===== src/common/fsie_pkg.sv =====
// Package: register map, field layout, reset values and types of the fiber status block
package fsie_pkg;
  // Register indices; byte address is four times the index
  localparam logic [5:0] IDX_CTRL1  = 6'h10;
  localparam logic [5:0] IDX_STATUS = 6'h11;
  localparam logic [5:0] IDX_EVEN   = 6'h12;
  localparam logic [5:0] IDX_ISTAT  = 6'h13;
  localparam logic [5:0] IDX_ICLR   = 6'h14;
  localparam logic [5:0] IDX_CTRL2  = 6'h1a;
  // Status register field positions
  localparam int ST_SPEED_LO = 14;
  localparam int ST_DUPLEX   = 13;
  localparam int ST_PAGE     = 12;
  localparam int ST_RESOLVED = 11;
  localparam int ST_LINK     = 10;
  localparam int ST_RF_LO    = 6;
  localparam int ST_SYNC     = 5;
  localparam int ST_ENERGY   = 4;
  localparam int ST_TXP      = 3;
  localparam int ST_RXP      = 2;
  // Event bit positions, shared by enable, status and clear registers
  localparam int EV_SPEED  = 14;
  localparam int EV_DUPLEX = 13;
  localparam int EV_PAGE   = 12;
  localparam int EV_ANDONE = 11;
  localparam int EV_LINK   = 10;
  localparam int EV_SYMERR = 9;
  localparam int EV_FCAR   = 8;
  localparam int EV_FIFO   = 7;
  localparam int EV_RFAULT = 5;
  localparam int EV_ENERGY = 4;
  localparam logic [15:0] EV_MASK      = 16'h7fb0;
  localparam logic [15:0] EV_SWCLR     = 16'h0020;
  localparam logic [15:0] EV_EN_RST    = 16'h0000;
  // Control fields
  localparam int C1_SWRST  = 15;
  localparam int C1_AN_EN  = 12;
  localparam int C1_DUPLEX = 8;
  localparam int C2_FORCE  = 15;
  localparam int C2_NORES  = 5;
  localparam logic [15:0] C1_MASK = 16'h9103;
  localparam logic [15:0] C2_MASK = 16'h8020;
  localparam logic [15:0] C1_RST  = 16'h1001;
  localparam logic [15:0] C2_RST  = 16'h0000;
  localparam logic        ENERGY_RST = 1'b1;
  localparam logic [1:0]  SPEED_100  = 2'h1;
  // Fiber interface modes
  typedef enum logic [1:0] {MODE_FX, MODE_1000X, MODE_SGMII_SYS, MODE_SGMII_MED} fsie_mode_t;
  // Bus answer states
  typedef enum logic {BUS_IDLE, BUS_ACK} fsie_bus_st_t;
  // Live conditions from the fiber receive path
  typedef struct packed {
    logic [1:0] res_speed;
    logic       res_duplex;
    logic       res_tx_pause;
    logic       res_rx_pause;
    logic       an_complete;
    logic       link_up;
    logic       page_rx;
    logic [1:0] rf_code;
    logic       sync_ok;
    logic       energy_present;
    logic       symbol_err;
    logic       false_carrier;
    logic       fifo_err;
  } fsie_phy_in_t;
endpackage


===== src/core/fsie_core.sv =====
// Fiber status and interrupt enable register bank with Avalon-MM slave
// Notes on behaviour
// - Speed field reports resolved speed; fixed 01 in 100BASE-FX mode.
// - Duplex bit reports resolved duplex; follows forced duplex bit in 100BASE-FX.
// - Resolved bit set on negotiation complete or negotiation disabled.
// - Resolved reads 1 when negotiation off or in 100BASE-FX mode.
// - Resolve-block control bit forces resolved to 0 above everything.
// - Page received latches high; always 0 in 100BASE-FX mode.
// - Energy status reads 1 with no energy; comes out of reset as 1.
// - Remote fault code latches high: 00 none, 01 link fail, 10 offline, 11 error.
// - Transmit pause shows resolved outcome only; 0 in 100BASE-FX.
// - Receive pause shows resolved outcome only; 0 in 100BASE-FX.
// - Enable register has bits 14..7, 5, 4 writable; others read 0.
// - Each enabled event has a sticky status bit recording it.
// - Force-interrupt bit asserts the interrupt output regardless of events.
//
// The implementer's own choice: register access over Avalon-MM.
`timescale 1ns/100ps
module fsie_core (
  // Clock, reset, enable
  input  wire logic                  sys_clk,
  input  wire logic                  rst,
  input  wire logic                  ce,
  // Avalon-MM slave
  input  wire logic [7:0]            address,
  input  wire logic                  read,
  input  wire logic                  write,
  input  wire logic [31:0]           writedata,
  output logic      [31:0]           readdata,
  output logic                       waitrequest,
  // Fiber receive path conditions
  input  wire fsie_pkg::fsie_phy_in_t phy_in,
  // Interrupt, active low
  output logic                       irq_out_low
);

  // Register word match for a byte address
  function automatic logic idx_hit(input logic [7:0] a, input logic [5:0] idx);
    return a[7:2] == idx && a[1:0] == 2'h0;
  endfunction

  fsie_pkg::fsie_bus_st_t bus_st_reg;
  logic        wait_reg;
  logic [31:0] rdata_reg;
  logic [15:0] ctrl1_reg;
  logic [15:0] ctrl2_reg;
  logic [15:0] even_reg;
  logic [15:0] istat_reg;
  logic        page_lat_reg;
  logic [1:0]  rf_lat_reg;
  logic        energy_reg;
  logic        irq_low_reg;
  fsie_pkg::fsie_phy_in_t prev_reg;
  logic [15:0] status_live;
  logic [15:0] ev_now;
  logic        fx_mode;
  logic        resolved;
  logic        req;
  logic        acc;
  logic        acc_wr;
  logic        rd_status;
  logic        sw_rst;
  logic [15:0] wdata16;
  logic [15:0] rd_mux;

  assign req       = read | write;
  assign acc       = ce && req && bus_st_reg == fsie_pkg::BUS_ACK;
  assign acc_wr    = acc && write;
  assign rd_status = acc && read && idx_hit(address, fsie_pkg::IDX_STATUS);
  assign wdata16   = writedata[15:0];
  assign sw_rst    = acc_wr && idx_hit(address, fsie_pkg::IDX_CTRL1) && wdata16[fsie_pkg::C1_SWRST];
  assign fx_mode   = ctrl1_reg[1:0] == 2'(fsie_pkg::MODE_FX);

  // Bus answer: one wait cycle, then waitrequest low for one cycle
  always_ff @(posedge sys_clk or posedge rst) begin
    if (rst) begin
      bus_st_reg <= fsie_pkg::BUS_IDLE;
      wait_reg   <= 1'b1;
    end else if (ce) begin
      case (bus_st_reg)
        fsie_pkg::BUS_IDLE: begin
          if (req) begin
            bus_st_reg <= fsie_pkg::BUS_ACK;
            wait_reg   <= 1'b0;
          end
        end
        fsie_pkg::BUS_ACK: begin
          bus_st_reg <= fsie_pkg::BUS_IDLE;
          wait_reg   <= 1'b1;
        end
        default: begin
          bus_st_reg <= fsie_pkg::BUS_IDLE;
          wait_reg   <= 1'b1;
        end
      endcase
    end
  end

  // Resolved flag from negotiation state and overrides
  always_comb begin
    if (ctrl2_reg[fsie_pkg::C2_NORES]) begin
      resolved = 1'b0;
    end else if (!ctrl1_reg[fsie_pkg::C1_AN_EN] || fx_mode) begin
      resolved = 1'b1;
    end else begin
      resolved = phy_in.an_complete;
    end
  end

  // Live status word
  always_comb begin
    status_live = 16'h0000;
    status_live[fsie_pkg::ST_SPEED_LO +: 2] = fx_mode ? fsie_pkg::SPEED_100 : phy_in.res_speed;
    status_live[fsie_pkg::ST_DUPLEX] = fx_mode ? ctrl1_reg[fsie_pkg::C1_DUPLEX]
                                               : phy_in.res_duplex;
    status_live[fsie_pkg::ST_PAGE]     = page_lat_reg && !fx_mode;
    status_live[fsie_pkg::ST_RESOLVED] = resolved;
    status_live[fsie_pkg::ST_LINK]     = phy_in.link_up;
    status_live[fsie_pkg::ST_RF_LO +: 2] = rf_lat_reg;
    status_live[fsie_pkg::ST_SYNC]       = phy_in.sync_ok;
    status_live[fsie_pkg::ST_ENERGY] = energy_reg;
    status_live[fsie_pkg::ST_TXP] = phy_in.res_tx_pause && !fx_mode;
    status_live[fsie_pkg::ST_RXP] = phy_in.res_rx_pause && !fx_mode;
  end

  // Energy status flop; starts as no energy until the line is first seen
  always_ff @(posedge sys_clk or posedge rst) begin
    if (rst) begin
      energy_reg <= fsie_pkg::ENERGY_RST;
    end else if (ce) begin
      energy_reg <= sw_rst ? fsie_pkg::ENERGY_RST : !phy_in.energy_present;
    end
  end

  // Latching-high bits; a new event in the read cycle wins over the clear
  always_ff @(posedge sys_clk or posedge rst) begin
    if (rst) begin
      page_lat_reg <= 1'b0;
      rf_lat_reg   <= 2'h0;
    end else if (ce) begin
      if (sw_rst) begin
        page_lat_reg <= 1'b0;
        rf_lat_reg   <= 2'h0;
      end else if (rd_status) begin
        page_lat_reg <= phy_in.page_rx;
        rf_lat_reg   <= phy_in.rf_code;
      end else begin
        page_lat_reg <= page_lat_reg | phy_in.page_rx;
        if (phy_in.rf_code != 2'h0) begin
          rf_lat_reg <= phy_in.rf_code;
        end
      end
    end
  end

  // Previous inputs for change detection
  always_ff @(posedge sys_clk or posedge rst) begin
    if (rst) begin
      prev_reg <= '0;
    end else if (ce) begin
      prev_reg <= phy_in;
    end
  end

  // Event pulses in enable-register layout
  always_comb begin
    ev_now = 16'h0000;
    ev_now[fsie_pkg::EV_SPEED]  = phy_in.res_speed != prev_reg.res_speed;
    ev_now[fsie_pkg::EV_DUPLEX] = phy_in.res_duplex != prev_reg.res_duplex;
    ev_now[fsie_pkg::EV_PAGE]   = phy_in.page_rx && !fx_mode;
    ev_now[fsie_pkg::EV_ANDONE] = phy_in.an_complete && !prev_reg.an_complete;
    ev_now[fsie_pkg::EV_LINK]   = phy_in.link_up != prev_reg.link_up;
    ev_now[fsie_pkg::EV_SYMERR] = phy_in.symbol_err;
    ev_now[fsie_pkg::EV_FCAR]   = phy_in.false_carrier;
    ev_now[fsie_pkg::EV_FIFO]   = phy_in.fifo_err;
    ev_now[fsie_pkg::EV_RFAULT] = phy_in.rf_code != prev_reg.rf_code;
    ev_now[fsie_pkg::EV_ENERGY] = phy_in.energy_present != prev_reg.energy_present;
  end

  // Sticky event status; write-one-to-clear register, set beats clear
  always_ff @(posedge sys_clk or posedge rst) begin
    if (rst) begin
      istat_reg <= 16'h0000;
    end else if (ce) begin
      if (sw_rst) begin
        istat_reg <= ev_now & fsie_pkg::EV_MASK;
      end else if (acc_wr && idx_hit(address, fsie_pkg::IDX_ICLR)) begin
        istat_reg <= ((istat_reg & ~wdata16) | ev_now) & fsie_pkg::EV_MASK;
      end else begin
        istat_reg <= (istat_reg | ev_now) & fsie_pkg::EV_MASK;
      end
    end
  end

  // Event enable register
  always_ff @(posedge sys_clk or posedge rst) begin
    if (rst) begin
      even_reg <= fsie_pkg::EV_EN_RST;
    end else if (ce) begin
      if (sw_rst) begin
        even_reg <= even_reg & ~fsie_pkg::EV_SWCLR;
      end else if (acc_wr && idx_hit(address, fsie_pkg::IDX_EVEN)) begin
        even_reg <= wdata16 & fsie_pkg::EV_MASK;
      end
    end
  end

  // Control registers; soft reset bit clears itself and retains the rest
  always_ff @(posedge sys_clk or posedge rst) begin
    if (rst) begin
      ctrl1_reg <= fsie_pkg::C1_RST;
      ctrl2_reg <= fsie_pkg::C2_RST;
    end else if (ce && acc_wr) begin
      if (idx_hit(address, fsie_pkg::IDX_CTRL1)) begin
        ctrl1_reg <= wdata16 & fsie_pkg::C1_MASK & ~(16'h0001 << fsie_pkg::C1_SWRST);
      end
      if (idx_hit(address, fsie_pkg::IDX_CTRL2)) begin
        ctrl2_reg <= wdata16 & fsie_pkg::C2_MASK;
      end
    end
  end

  // Read data mux; unmapped words read zero
  always_comb begin
    if (idx_hit(address, fsie_pkg::IDX_CTRL1)) begin
      rd_mux = ctrl1_reg;
    end else if (idx_hit(address, fsie_pkg::IDX_STATUS)) begin
      rd_mux = status_live;
    end else if (idx_hit(address, fsie_pkg::IDX_EVEN)) begin
      rd_mux = even_reg;
    end else if (idx_hit(address, fsie_pkg::IDX_ISTAT)) begin
      rd_mux = istat_reg;
    end else if (idx_hit(address, fsie_pkg::IDX_CTRL2)) begin
      rd_mux = ctrl2_reg;
    end else begin
      rd_mux = 16'h0000;
    end
  end

  // Read data captured on the same edge that waitrequest falls
  always_ff @(posedge sys_clk or posedge rst) begin
    if (rst) begin
      rdata_reg <= 32'h0000_0000;
    end else if (ce && read && bus_st_reg == fsie_pkg::BUS_IDLE) begin
      rdata_reg <= {16'h0000, rd_mux};
    end
  end

  // Interrupt output, registered so it never glitches
  always_ff @(posedge sys_clk or posedge rst) begin
    if (rst) begin
      irq_low_reg <= 1'b1;
    end else if (ce) begin
      irq_low_reg <= !((|(istat_reg & even_reg)) || ctrl2_reg[fsie_pkg::C2_FORCE]);
    end
  end

  assign readdata    = rdata_reg;
  assign waitrequest = wait_reg;
  assign irq_out_low = irq_low_reg;
endmodule // fsie_core


===== config.mk =====
export PLATFORM = sky130hd
export DESIGN_NAME = fsie_core
export DESIGN_NICKNAME = d
export VERILOG_FILES = /design/src/common/fsie_pkg.sv /design/src/core/fsie_core.sv
export SDC_FILE = /design/constraint.sdc
export NUM_CORES = 1
export LEC_CHECK = 0
export BUFFER_PORTS_ARGS = -buffer_cell sky130_fd_sc_hd__buf_2
export CAP_MARGIN = 20
export CORE_MARGIN = 4
export CORE_UTILIZATION = 40
export DETAILED_ROUTE_END_ITERATION = 12
export PLACE_DENSITY = 0.65
export SYNTH_ARGS = -nofsm -noshare
export SYNTH_HDL_FRONTEND = slang
export SYNTH_SLANG_ARGS = --single-unit
export TNS_END_PERCENT = 10

===== constraint.sdc =====
create_clock -name sys_clk -period 1.8 [get_ports sys_clk]
set_input_delay 0.18 -clock sys_clk [delete_from_list [all_inputs] [get_ports sys_clk]]
set_output_delay 0.18 -clock sys_clk [all_outputs]
set_load 0.03 [all_outputs]

==> parameters.txt, run 1 <==
Parameter                              Value

Detailed routing
  Number of nets with antenna violations after routing    0
  Iteration-0 DRC Markers    162
  Count of TritonRoute iterations in the first routing pass    4
  Final Routed Wirelength    approximately 7100 um
  DR WL/cell    16.4 um
  Vias after detailed routing    about 2200
  Via-per-instance ratio    approximately 5.2
  Post-route DRC    0

Global routing
  Number of antenna violations at the first check in global routing    0
  First-pass GRT wire length    approximately 11000 um
  Pin count of the biggest net entering global routing    35
  Sum of overflow across all layers after global routing    0
  Aggregate global-route resource usage    17.5%
  Vias in the first global route    2259

CTS
  Post-CTS Setup Repair Bufs    0
  Clock latency on the worst-skew pair    0.33 ns
  Clk buf depth    2
  Clk Tree Root Cell    sky130_fd_sc_hd__clkbuf_8
  Cts bufs inserted    9
  TritonCTS clock tree    built
  Clock transition at path regs    roughly 0.060 ns
  # clock sinks    57
  Maximum level of the CTS H-tree    3

Placement
  Number of port buffers    58
  HPWL after DPL    approximately 5400 um
  RePlAce Congestion    about 0.8

Die
  Die footprint    ~8700 um2
  Top-Level Pins    94
  Die W    about 93 um
  Die H    93.1 um
  Number of placement rows    30
  Core Box Area    a little under 7000 um2
  Initial Util    between 40% and 50%

Timing
  Transition time at the pin with the least slew margin    about 0.52 ns
  Slew Limit Headroom    around 65%
  Part of the cycle the worst path needs    88.1%
  Final Setup Violations    0
  Setup repair after global routing missed its margin    false
  Final worst path period need    roughly 1.6 ns
  Number of endpoints with negative hold slack in the final report    0
  Final Slew Violations    0
  Highest Clock Rate    approximately 630 MHz
  Final setup skew    0.00540 ns
  Post-route setup TNS    0 ns

Logic synthesis
  Post-Synthesis Cell Area    between 2000 and 3000 um2
  Number of synthesis warnings    0
  Gate count of the mapped netlist    261
  Most frequently used flop master after synthesis    sky130_fd_sc_hd__dfrtp_1
  Synthesized area per cell    about 11 um2
  Fraction of synthesis flops using an asynchronous set or reset pin    100%
  Post-synthesis register bit count    between 50 and 60
  Sequential-to-total area share from yosys stat    approximately half
  Count of flip-flops with a built-in enable after synthesis    0
  Netlist cell types    between 40 and 50

Outcome
  Status    completed

Run
  Max-cap violations    0

Final layout
  Diode count    0
  NumNets Final    just under 400
  Area overhead of the layout relative to synthesis    20.2%
  Number of fill cells    683
  Number of flip-flops under the largest register name    16
  Ratio of cells with drive above 1 in the final layout    38.5%
  Core Util, Final    roughly half

Min path
  Path class of the lowest-slack min-delay path    input port to register

Pwr
  Worst voltage drop across the vdd grid    0.000460 V
  Power density cells    ~810 nW/um2
  Leakage Power    between 1.5 and 2 nW

Critical path
  Launching element type of the critical path    register
  Critical path's slowest cell    sky130_fd_sc_hd__dfrtp_1
  Count of buffering cells on the critical path with inverters included    1
  Crit path capture type    register
  Required time of the critical path    2.02 ns
  Cell breakdown of the critical path    and3_2, and4_1, buf_12, nand2_1, a32o_1
  Family of cells with the greatest summed delay on the critical path    simple AND/OR/NAND/NOR gates
  Longest individual stage delay on the worst path    between 0.4 and 0.5 ns
  Endpoint arrival time on the critical path    1.81 ns
  Crit path kind    register to register
  Biggest fanout along the worst timing path    10
==> what timing repair did <==
action                    CTS  global route
hold buffers                1             0
hold endpoints to repair   21             0
resized for setup           0             0
==> cell usage after synthesis (all sizes together) (5+ instances only) <==
library cell | count | area share (%)
dfrtp | 52 | 45
dfstp | 5 | 4.5
mux2 | 31 | 13
nor2 | 12 | 1.6
a21oi | 5 | 0.86
a22oi | 10 | 2.6
nand3 | 5 | 1.3
o21ai | 16 | 2.8
nand2 | 33 | 4.3
buf | 24 | 5.7
a32o | 7 | 2.4
==> layout make-up <==
class,instances,area (um2),area share (%)
clock inverter,3,15.0,0.431
tap,96,120,3.45
sequential,57,1430,41.2
timing repair buffer,71,415,11.9
multi-input combinational,188,1330,38.1
clock buffer,13,159,4.57
inverter,3,11.3,0.324
==> stage by stage <==
stage          power, mW  setup WS [ns]  instance area [um2]  hold WS [ns]  cells
2_1_floorplan       1.67          0.229                 2950         0.249    276
5_1_grt             2.97          0.111                 3480        0.0435    431
6_report            2.83          0.213                 3480        0.0445    431
3_5_place_dp        1.79         0.0586                 3300         0.252    414
3_3_place_gp        1.79         0.0858                 3300         0.255    414
4_1_cts             2.86          0.205                 3480        0.0219    431
==> worst register-to-register path, delay by kind of cell, from the launching register on <==
kind	cells	cell delay [ns]
simple gates	3	0.65
buf+inv	1	0.14
compound gates	1	0.25
flops	1	0.43
==> layer usage <==
layer / up-vias / wire [um] / global-route usage, %
met5: - / 0 / 0
met4: 0 / 125 / 6.11
met3: 8 / 472 / 5.15
met2: 75 / 3260 / 27.5
met1: 1087 / 3220 / 23.0
li1: 1060 / - / -
==> path summary, 6_finish.rpt <==
check | startpoint | end | slack, ns | depth (start not counted)
setup / recovery | bus_st_reg | istat_reg[10] | 0.21 | 5
max in group asynchronous | rst | energy_reg | 0.74 | 4
setup reg to reg | bus_st_reg | istat_reg[10] | 0.21 | 5
hold reg to reg | readdata[10] | readdata[10] | 0.48 | 2
min in group asynchronous | rst | readdata[7] | 0.43 | 3
hold / removal | phy_in[3] | energy_reg | 0.04 | 2
==> placed cells by master, fill, tap and decap left out, drive strengths merged, types with 4 or more instances in the layout <==
cell type / synthesis / layout
a22o: 4 / 4
nand2b: 4 / 4
o21ai: 16 / 16
dfrtp: 52 / 52
conb: 1 / 16
nand4: 4 / 4
nor3b: 4 / 4
dfstp: 5 / 5
nand2: 33 / 33
xnor2: 4 / 4
mux2: 31 / 31
clkbuf: 4 / 13
a31o: 4 / 4
nor2b: 4 / 4
buf: 24 / 70
a21oi: 5 / 5
a32o: 7 / 7
a22oi: 10 / 10
nor2: 12 / 12
nand3: 5 / 5
==> power breakdown <==
group	internal [mW]	switching, mW
Combinational	0.150	0.241
Sequential	1.34	0.0389
Clock	0.568	0.489
Total	2.06	0.770
==> cell families (layout without fill, tap and decap cells) <==
kind of cell | after synthesis | count (layout) | share of synthesized area [%]
buf+inv | 31 | 90 | 6.61
other cells | 1 | 16 | 0.130
flops | 57 | 57 | 49.5
compound gates | 56 | 56 | 14.0
xor+xnor | 7 | 7 | 2.12
mux | 33 | 33 | 13.3
simple gates | 76 | 76 | 14.4
Power figures use the tool's default switching activity.
==> inputs of run 2 (changes only) <==
--- a/config.mk
+++ b/config.mk
@@ -10,7 +10,8 @@
 export CORE_MARGIN = 4
 export CORE_UTILIZATION = 40
 export DETAILED_ROUTE_END_ITERATION = 12
-export PLACE_DENSITY = 0.65
+export PLACE_DENSITY = 0.74
+export RECOVER_POWER = 50
 export SYNTH_ARGS = -nofsm -noshare
 export SYNTH_HDL_FRONTEND = slang
 export SYNTH_SLANG_ARGS = --single-unit
==> parameters.txt, run 2 (synthesized netlist as in run 1, its figures left out) <==
Parameter                              Value

Global routing
  Highest-utilization routing layer at the global route stage    met2 (unchanged)
  Met3 GRT Util    5.87% (was 5.15%)
  Met2 Use GR    28.2% (was 27.5%)
  Aggregate global-route resource usage    17.4% (was 17.5%)
  Vias in the first global route    2279 (was 2259)
  Number of antenna violations at the first check in global routing    0 (unchanged)
  Pin count of the biggest net entering global routing    58 (was 35)
  First-pass GRT wire length    11600 um (was 11500 um)
  Met1 usage    22.3% (was 23.0%)
  Sum of overflow across all layers after global routing    0 (unchanged)

Placement
  HPWL after DPL    5290 um (was 5360 um)
  Number of port buffers    58 (unchanged)
  RePlAce Congestion    0.799 (was 0.807)
  Post-place setup slack    0.0826 ns (was 0.0586 ns)

Critical path
  Reg-to-reg endpoint    istat_reg[9] (was istat_reg[10])
  Critical path's slowest cell    sky130_fd_sc_hd__dfrtp_1 (unchanged)
  Biggest fanout along the worst timing path    10 (unchanged)
  Required time of the critical path    2.02 ns (about the same)
  Cell breakdown of the critical path    and3_2, and4_1, buf_4, nand2_1, a32o_1 (was and3_2, and4_1, buf_12, nand2_1, a32o_1)
  Endpoint arrival time on the critical path    1.83 ns (was 1.81 ns)
  Crit path capture type    register (unchanged)
  Number of cells traversed by the worst register-to-register path    5 (unchanged)
  Crit path kind    register to register (unchanged)
  Launching element type of the critical path    register (unchanged)
  Startpoint of the most critical register-to-register path    bus_st_reg (unchanged)
  Longest individual stage delay on the worst path    0.44 ns (was 0.43 ns)
  Setup slack of the worst register-to-register path    0.19 ns (was 0.21 ns)

Run
  Max-cap violations    0 (unchanged)

Timing
  Transition time at the pin with the least slew margin    0.876 ns (was 0.524 ns)
  Number of endpoints with negative hold slack in the final report    0 (unchanged)
  Setup repair after global routing missed its margin    false (unchanged)
  Final setup skew    0.00825 ns (was 0.00540 ns)
  Final Slew Violations    0 (unchanged)
  Final worst hold slack    0.0285 ns (was 0.0445 ns)
  Final worst path period need    1.61 ns (was 1.59 ns)
  Post-route setup TNS    0 ns (unchanged)
  Final Worst Setup Slack    0.193 ns (was 0.213 ns)
  Final Setup Violations    0 (unchanged)
  Slew Limit Headroom    41.6% (was 65.0%)
  Highest Clock Rate    622 MHz (was 630 MHz)
  Part of the cycle the worst path needs    89.3% (was 88.1%)

Detailed routing
  Count of TritonRoute iterations in the first routing pass    4 (unchanged)
  Post-route DRC    0 (unchanged)
  Iteration-0 DRC Markers    115 (was 162)
  DR WL/cell    16.1 um (was 16.4 um)
  Number of nets with antenna violations after routing    0 (unchanged)
  Via-per-instance ratio    5.03 (was 5.17)
  Vias after detailed routing    2180 (was 2230)
  Final Routed Wirelength    6970 um (was 7080 um)

Die
  Die H    93.1 um (unchanged)
  Number of placement rows    30 (unchanged)
  Initial Util    41.9% (unchanged)
  Die footprint    8660 um2 (unchanged)
  Die W    93.1 um (unchanged)
  Core Box Area    6910 um2 (unchanged)
  Top-Level Pins    94 (unchanged)

CTS
  # clock sinks    57 (unchanged)
  Cts bufs inserted    9 (unchanged)
  Clk Tree Root Cell    sky130_fd_sc_hd__clkbuf_8 (unchanged)
  TritonCTS clock tree    built (unchanged)
  Maximum level of the CTS H-tree    3 (unchanged)
  Clock latency on the worst-skew pair    0.33 ns (about the same)
  Clock transition at path regs    0.07 ns (was 0.06 ns)
  Clk buf depth    2 (unchanged)

Final layout
  Area overhead of the layout relative to synthesis    21.7% (was 20.2%)
  NumNets Final    392 (was 390)
  Commonest non-fill, non-tap cell in the layout    sky130_fd_sc_hd__buf_2 (unchanged)
  Diode count    0 (unchanged)
  Ratio of cells with drive above 1 in the final layout    38.9% (was 38.5%)
  Number of flip-flops under the largest register name    16 (unchanged)
  Core Util, Final    51.0% (was 50.4%)
  Most used cells in the layout excluding fill and tap cells    sky130_fd_sc_hd__buf_2 (58), sky130_fd_sc_hd__dfrtp_1 (52), sky130_fd_sc_hd__nand2_1 (33) (unchanged)

Pwr
  Switching share of total power    25.3% (was 27.2%)
  Net load switching power    792 uW (was 770 uW)
  Flop pwr share    44.1% (was 48.8%)
  Leakage Power    1.62 nW (was 1.60 nW)
  Pint    2.34 mW (was 2.06 mW)
  Power density cells    890 nW/um2 (was 813 nW/um2)
  Comb pwr share    12.4% (was 13.8%)
  Worst voltage drop across the vdd grid    0.000432 V (was 0.000460 V)
  Share of total power in the clock network    43.5% (was 37.4%)

Min path
  Hold Crit Start    phy_in[3] (unchanged)
  Hold path depth    2 (unchanged)
  Path class of the lowest-slack min-delay path    input port to register (unchanged)
  Endpoint of the worst hold path    energy_reg (unchanged)

Outcome
  Status    completed (unchanged)
[run 2: cell types whose count changed in the layout (fill, tap and decap cells not counted)]
cell	change
sky130_fd_sc_hd__buf_12	-2
sky130_fd_sc_hd__buf_4	+2
sky130_fd_sc_hd__bufinv_16	+2
sky130_fd_sc_hd__clkbuf_1	-1
sky130_fd_sc_hd__clkbuf_4	+1
sky130_fd_sc_hd__clkinv_2	-1
sky130_fd_sc_hd__clkinvlp_4	+1
sky130_fd_sc_hd__inv_1	+1
sky130_fd_sc_hd__inv_2	-1
[run 2: worst max-delay path: cells and delay by family (launching register included)]
kind / cells / cell delay, ns
flip-flops: 1 / 0.44
buffers and inverters: 1 / 0.19
AND/OR/NAND/NOR: 3 / 0.60
AO/OA/AOI/OAI: 1 / 0.25
[run 2: layout make-up]
type	instances	area (um2)
fill	669	3390
timing repair buffer	73	402
multi-input combinational	188	1330
inverter	3	11.3
clock buffer	11	151
tap	96	120
clock inverter	5	77.6
sequential	57	1430
[run 2: what timing repair did]
item	CTS	global route
hold buffers	1	0
endpoints found under the hold margin	52	0
resized for setup	0	0
setup buffers	0	0
[run 2: metrics by stage]
stage / power (mW) / instance area (um2) / instances
3_5_place_dp: 1.80 / 3300 / 416
3_3_place_gp: 1.79 / 3300 / 416
6_report: 3.13 / 3520 / 433
2_1_floorplan: 1.67 / 2950 / 276
4_1_cts: 3.17 / 3540 / 433
5_1_grt: 3.27 / 3520 / 433
[run 2: metal layers]
| layer | part of all wire (%) | vias up |
|---|---|---|
| met2 | 48 | 74 |
| li1 | - | 1059 |
| met5 | 0 | - |
| met4 | 1.0 | 0 |
| met3 | 5.9 | 6 |
| met1 | 46 | 1041 |
[run 2: power groups by stage]
stage | sequential (mW) | combinational (mW) | clock [mW]
after floorplan | 1.42 | 0.255 | 0
after global placement | 1.40 | 0.386 | 0
after detailed placement | 1.40 | 0.393 | 0
after CTS | 1.38 | 0.396 | 1.39
after global routing | 1.39 | 0.426 | 1.46
final | 1.38 | 0.388 | 1.36
[run 2: worst max-delay path by stage]
stage | startpoint | endpoint | slack [ns]
6_report | bus_st_reg | istat_reg[9] | 0.19
5_1_grt | ce | rf_lat_reg[1] | 0.08
4_1_cts | bus_st_reg | istat_reg[9] | 0.21
3_5_place_dp | address[7] | ctrl2_reg[15] | 0.08
3_3_place_gp | address[7] | readdata[15] | 0.08
2_1_floorplan | rst | bus_st_reg | 0.23
==> inputs of run 3 (changes only) <==
--- a/config.mk
+++ b/config.mk
@@ -7,6 +7,7 @@
 export LEC_CHECK = 0
 export BUFFER_PORTS_ARGS = -buffer_cell sky130_fd_sc_hd__buf_2
 export CAP_MARGIN = 20
+export CORE_ASPECT_RATIO = 1.2
 export CORE_MARGIN = 4
 export CORE_UTILIZATION = 40
 export DETAILED_ROUTE_END_ITERATION = 12
==> parameters.txt, run 3 (synthesized netlist as in run 1, its figures left out) <==
Parameter                              Value

Global routing
  Sum of overflow across all layers after global routing    0 (unchanged)
  Met2 Use GR    26.1% (was 28.2%)
  First-pass GRT wire length    10900 um (was 11600 um)
  Met3 GRT Util    4.56% (was 5.87%)
  Pin count of the biggest net entering global routing    40 (was 58)
  Met1 usage    21.0% (was 22.3%)
  Aggregate global-route resource usage    16.7% (was 17.4%)
  Vias in the first global route    2226 (was 2279)
  Number of antenna violations at the first check in global routing    0 (unchanged)
  Highest-utilization routing layer at the global route stage    met2 (unchanged)

Die
  Die H    101 um (was 93.1 um)
  Initial Util    41.7% (was 41.9%)
  Core Box Area    6940 um2 (was 6910 um2)
  Number of placement rows    33 (was 30)
  Top-Level Pins    94 (unchanged)
  Die W    85.7 um (was 93.1 um)
  Die footprint    8670 um2 (was 8660 um2)

Final layout
  Number of flip-flops under the largest register name    16 (unchanged)
  NumNets Final    392 (unchanged)
  Flip-flop and latch area    1430 um2 (unchanged)
  Core Util, Final    50.8% (was 51.0%)
  Multi-input logic area    1330 um2 (unchanged)
  Area overhead of the layout relative to synthesis    21.7% (unchanged)
  Number of fill cells    647 (was 669)
  Ratio of cells with drive above 1 in the final layout    37.5% (was 38.9%)
  Diode count    0 (unchanged)
  Commonest non-fill, non-tap cell in the layout    sky130_fd_sc_hd__buf_2 (unchanged)
  Most used cells in the layout excluding fill and tap cells    sky130_fd_sc_hd__buf_2 (54), sky130_fd_sc_hd__dfrtp_1 (52), sky130_fd_sc_hd__nand2_1 (33) (was sky130_fd_sc_hd__buf_2 (58), sky130_fd_sc_hd__dfrtp_1 (52), sky130_fd_sc_hd__nand2_1 (33))

Min path
  Path class of the lowest-slack min-delay path    input port to register (unchanged)

CTS
  Post-CTS Setup Repair Bufs    0 (unchanged)
  # clock sinks    57 (unchanged)
  Number of cells upsized or downsized after cts    0 (unchanged)
  Clk buf depth    2 (unchanged)
  Clock transition at path regs    0.06 ns (was 0.07 ns)
  TritonCTS clock tree    built (unchanged)
  Clock latency on the worst-skew pair    0.33 ns (about the same)
  Clk Tree Root Cell    sky130_fd_sc_hd__clkbuf_8 (unchanged)
  Maximum level of the CTS H-tree    3 (unchanged)
  Cts bufs inserted    9 (unchanged)

Timing
  Final setup skew    0.00830 ns (was 0.00825 ns)
  Number of endpoints with negative hold slack in the final report    0 (unchanged)
  Setup repair after global routing missed its margin    false (unchanged)
  Final Setup Violations    0 (unchanged)
  Final worst path period need    1.65 ns (was 1.61 ns)
  Highest Clock Rate    606 MHz (was 622 MHz)
  Post-route setup TNS    0 ns (unchanged)
  Final worst hold slack    0.0288 ns (was 0.0285 ns)
  Slew Limit Headroom    51.2% (was 41.6%)
  Transition time at the pin with the least slew margin    0.732 ns (was 0.876 ns)
  Part of the cycle the worst path needs    91.7% (was 89.3%)
  Final Slew Violations    0 (unchanged)

Placement
  HPWL after DPL    5190 um (was 5290 um)
  Number of port buffers    58 (unchanged)
  RePlAce Congestion    0.806 (was 0.799)

Critical path
  Critical path's slowest cell    sky130_fd_sc_hd__dfrtp_1 (unchanged)
  Biggest fanout along the worst timing path    10 (unchanged)
  Launching element type of the critical path    register (unchanged)
  Family of cells with the greatest summed delay on the critical path    simple AND/OR/NAND/NOR gates (unchanged)
  Longest individual stage delay on the worst path    0.45 ns (was 0.44 ns)
  Endpoint arrival time on the critical path    1.87 ns (was 1.83 ns)
  Cell breakdown of the critical path    and3_2, and4_1, buf_4, nand2_1, a32o_1 (unchanged)
  Setup slack of the worst register-to-register path    0.15 ns (was 0.19 ns)
  Required time of the critical path    2.02 ns (about the same)
  Crit path capture type    register (unchanged)
  Crit path kind    register to register (unchanged)
  Count of buffering cells on the critical path with inverters included    1 (unchanged)

Outcome
  Status    completed (unchanged)

Detailed routing
  DR WL/cell    16.2 um (was 16.1 um)
  Vias after detailed routing    2243 (was 2180)
  Count of TritonRoute iterations in the first routing pass    4 (unchanged)
  Number of nets with antenna violations after routing    0 (unchanged)
  Post-route DRC    0 (unchanged)
  Final Routed Wirelength    6850 um (was 6970 um)
  Iteration-0 DRC Markers    108 (was 115)
  Via-per-instance ratio    5.30 (was 5.03)

Pwr
  Power density cells    894 nW/um2 (was 890 nW/um2)
  Leakage Power    1.61 nW (was 1.62 nW)
  Total power    3.15 mW (was 3.13 mW)
  Worst voltage drop across the vdd grid    0.000613 V (was 0.000432 V)

Run
  Max-cap violations    0 (unchanged)
run 3: cell types whose count changed in the layout (fill, tap and decap cells not counted), sizes merged:
cell | before | now
buf | 70 | 68
clkbuf | 13 | 17
clkinv | 2 | 0
clkinvlp | 1 | 0
run 3: area by class of cell:
| type | instances | area share [%] |
|---|---|---|
| Clock buffer | 13 | 4.80 |
| Multi-Input combinational cell | 188 | 37.7 |
| Clock inverter | 2 | 1.71 |
| Timing Repair Buffer | 73 | 11.7 |
| Tap cell | 87 | 3.09 |
| Inverter | 3 | 0.320 |
| Sequential cell | 57 | 40.7 |
run 3: report_power, final:
| part | internal (mW) | switching [mW] | total (mW) |
|---|---|---|---|
| registers | 1.34 | 0.0410 | 1.38 |
| clock network | 0.886 | 0.493 | 1.38 |
| logic | 0.152 | 0.235 | 0.387 |
| total | 2.38 | 0.769 | 3.15 |
run 3: per-layer routing:
layer / wire (um) / up-vias
met5: 0 / -
met4: 184 / 0
met3: 431 / 11
met2: 3360 / 78
met1: 2870 / 1094
li1: - / 1060
run 3: metrics by stage:
step / setup WS, ns / area, um2 / instances
4_1_cts: 0.146 / 3530 / 423
2_1_floorplan: 0.229 / 2950 / 276
3_5_place_dp: 0.102 / 3290 / 407
5_1_grt: 0.0603 / 3520 / 423
6_report: 0.149 / 3520 / 423
3_3_place_gp: 0.105 / 3290 / 407
run 3: worst paths after layout:
| kind | from | to | cells past startpoint |
|---|---|---|---|
| min in group asynchronous | rst | readdata[12] | 3 |
| setup reg to reg | bus_st_reg | istat_reg[13] | 5 |
| hold / removal | phy_in[3] | energy_reg | 2 |
| hold reg to reg | readdata[7] | readdata[7] | 2 |
| max in group asynchronous | rst | waitrequest | 4 |
| setup / recovery | bus_st_reg | istat_reg[13] | 5 |
run 3: timing repair:
action | 4_1_cts | 5_1_grt
endpoints found under the hold margin | 17 | 0
endpoints found under the setup margin | 0 | 0
hold buffers | 1 | 0
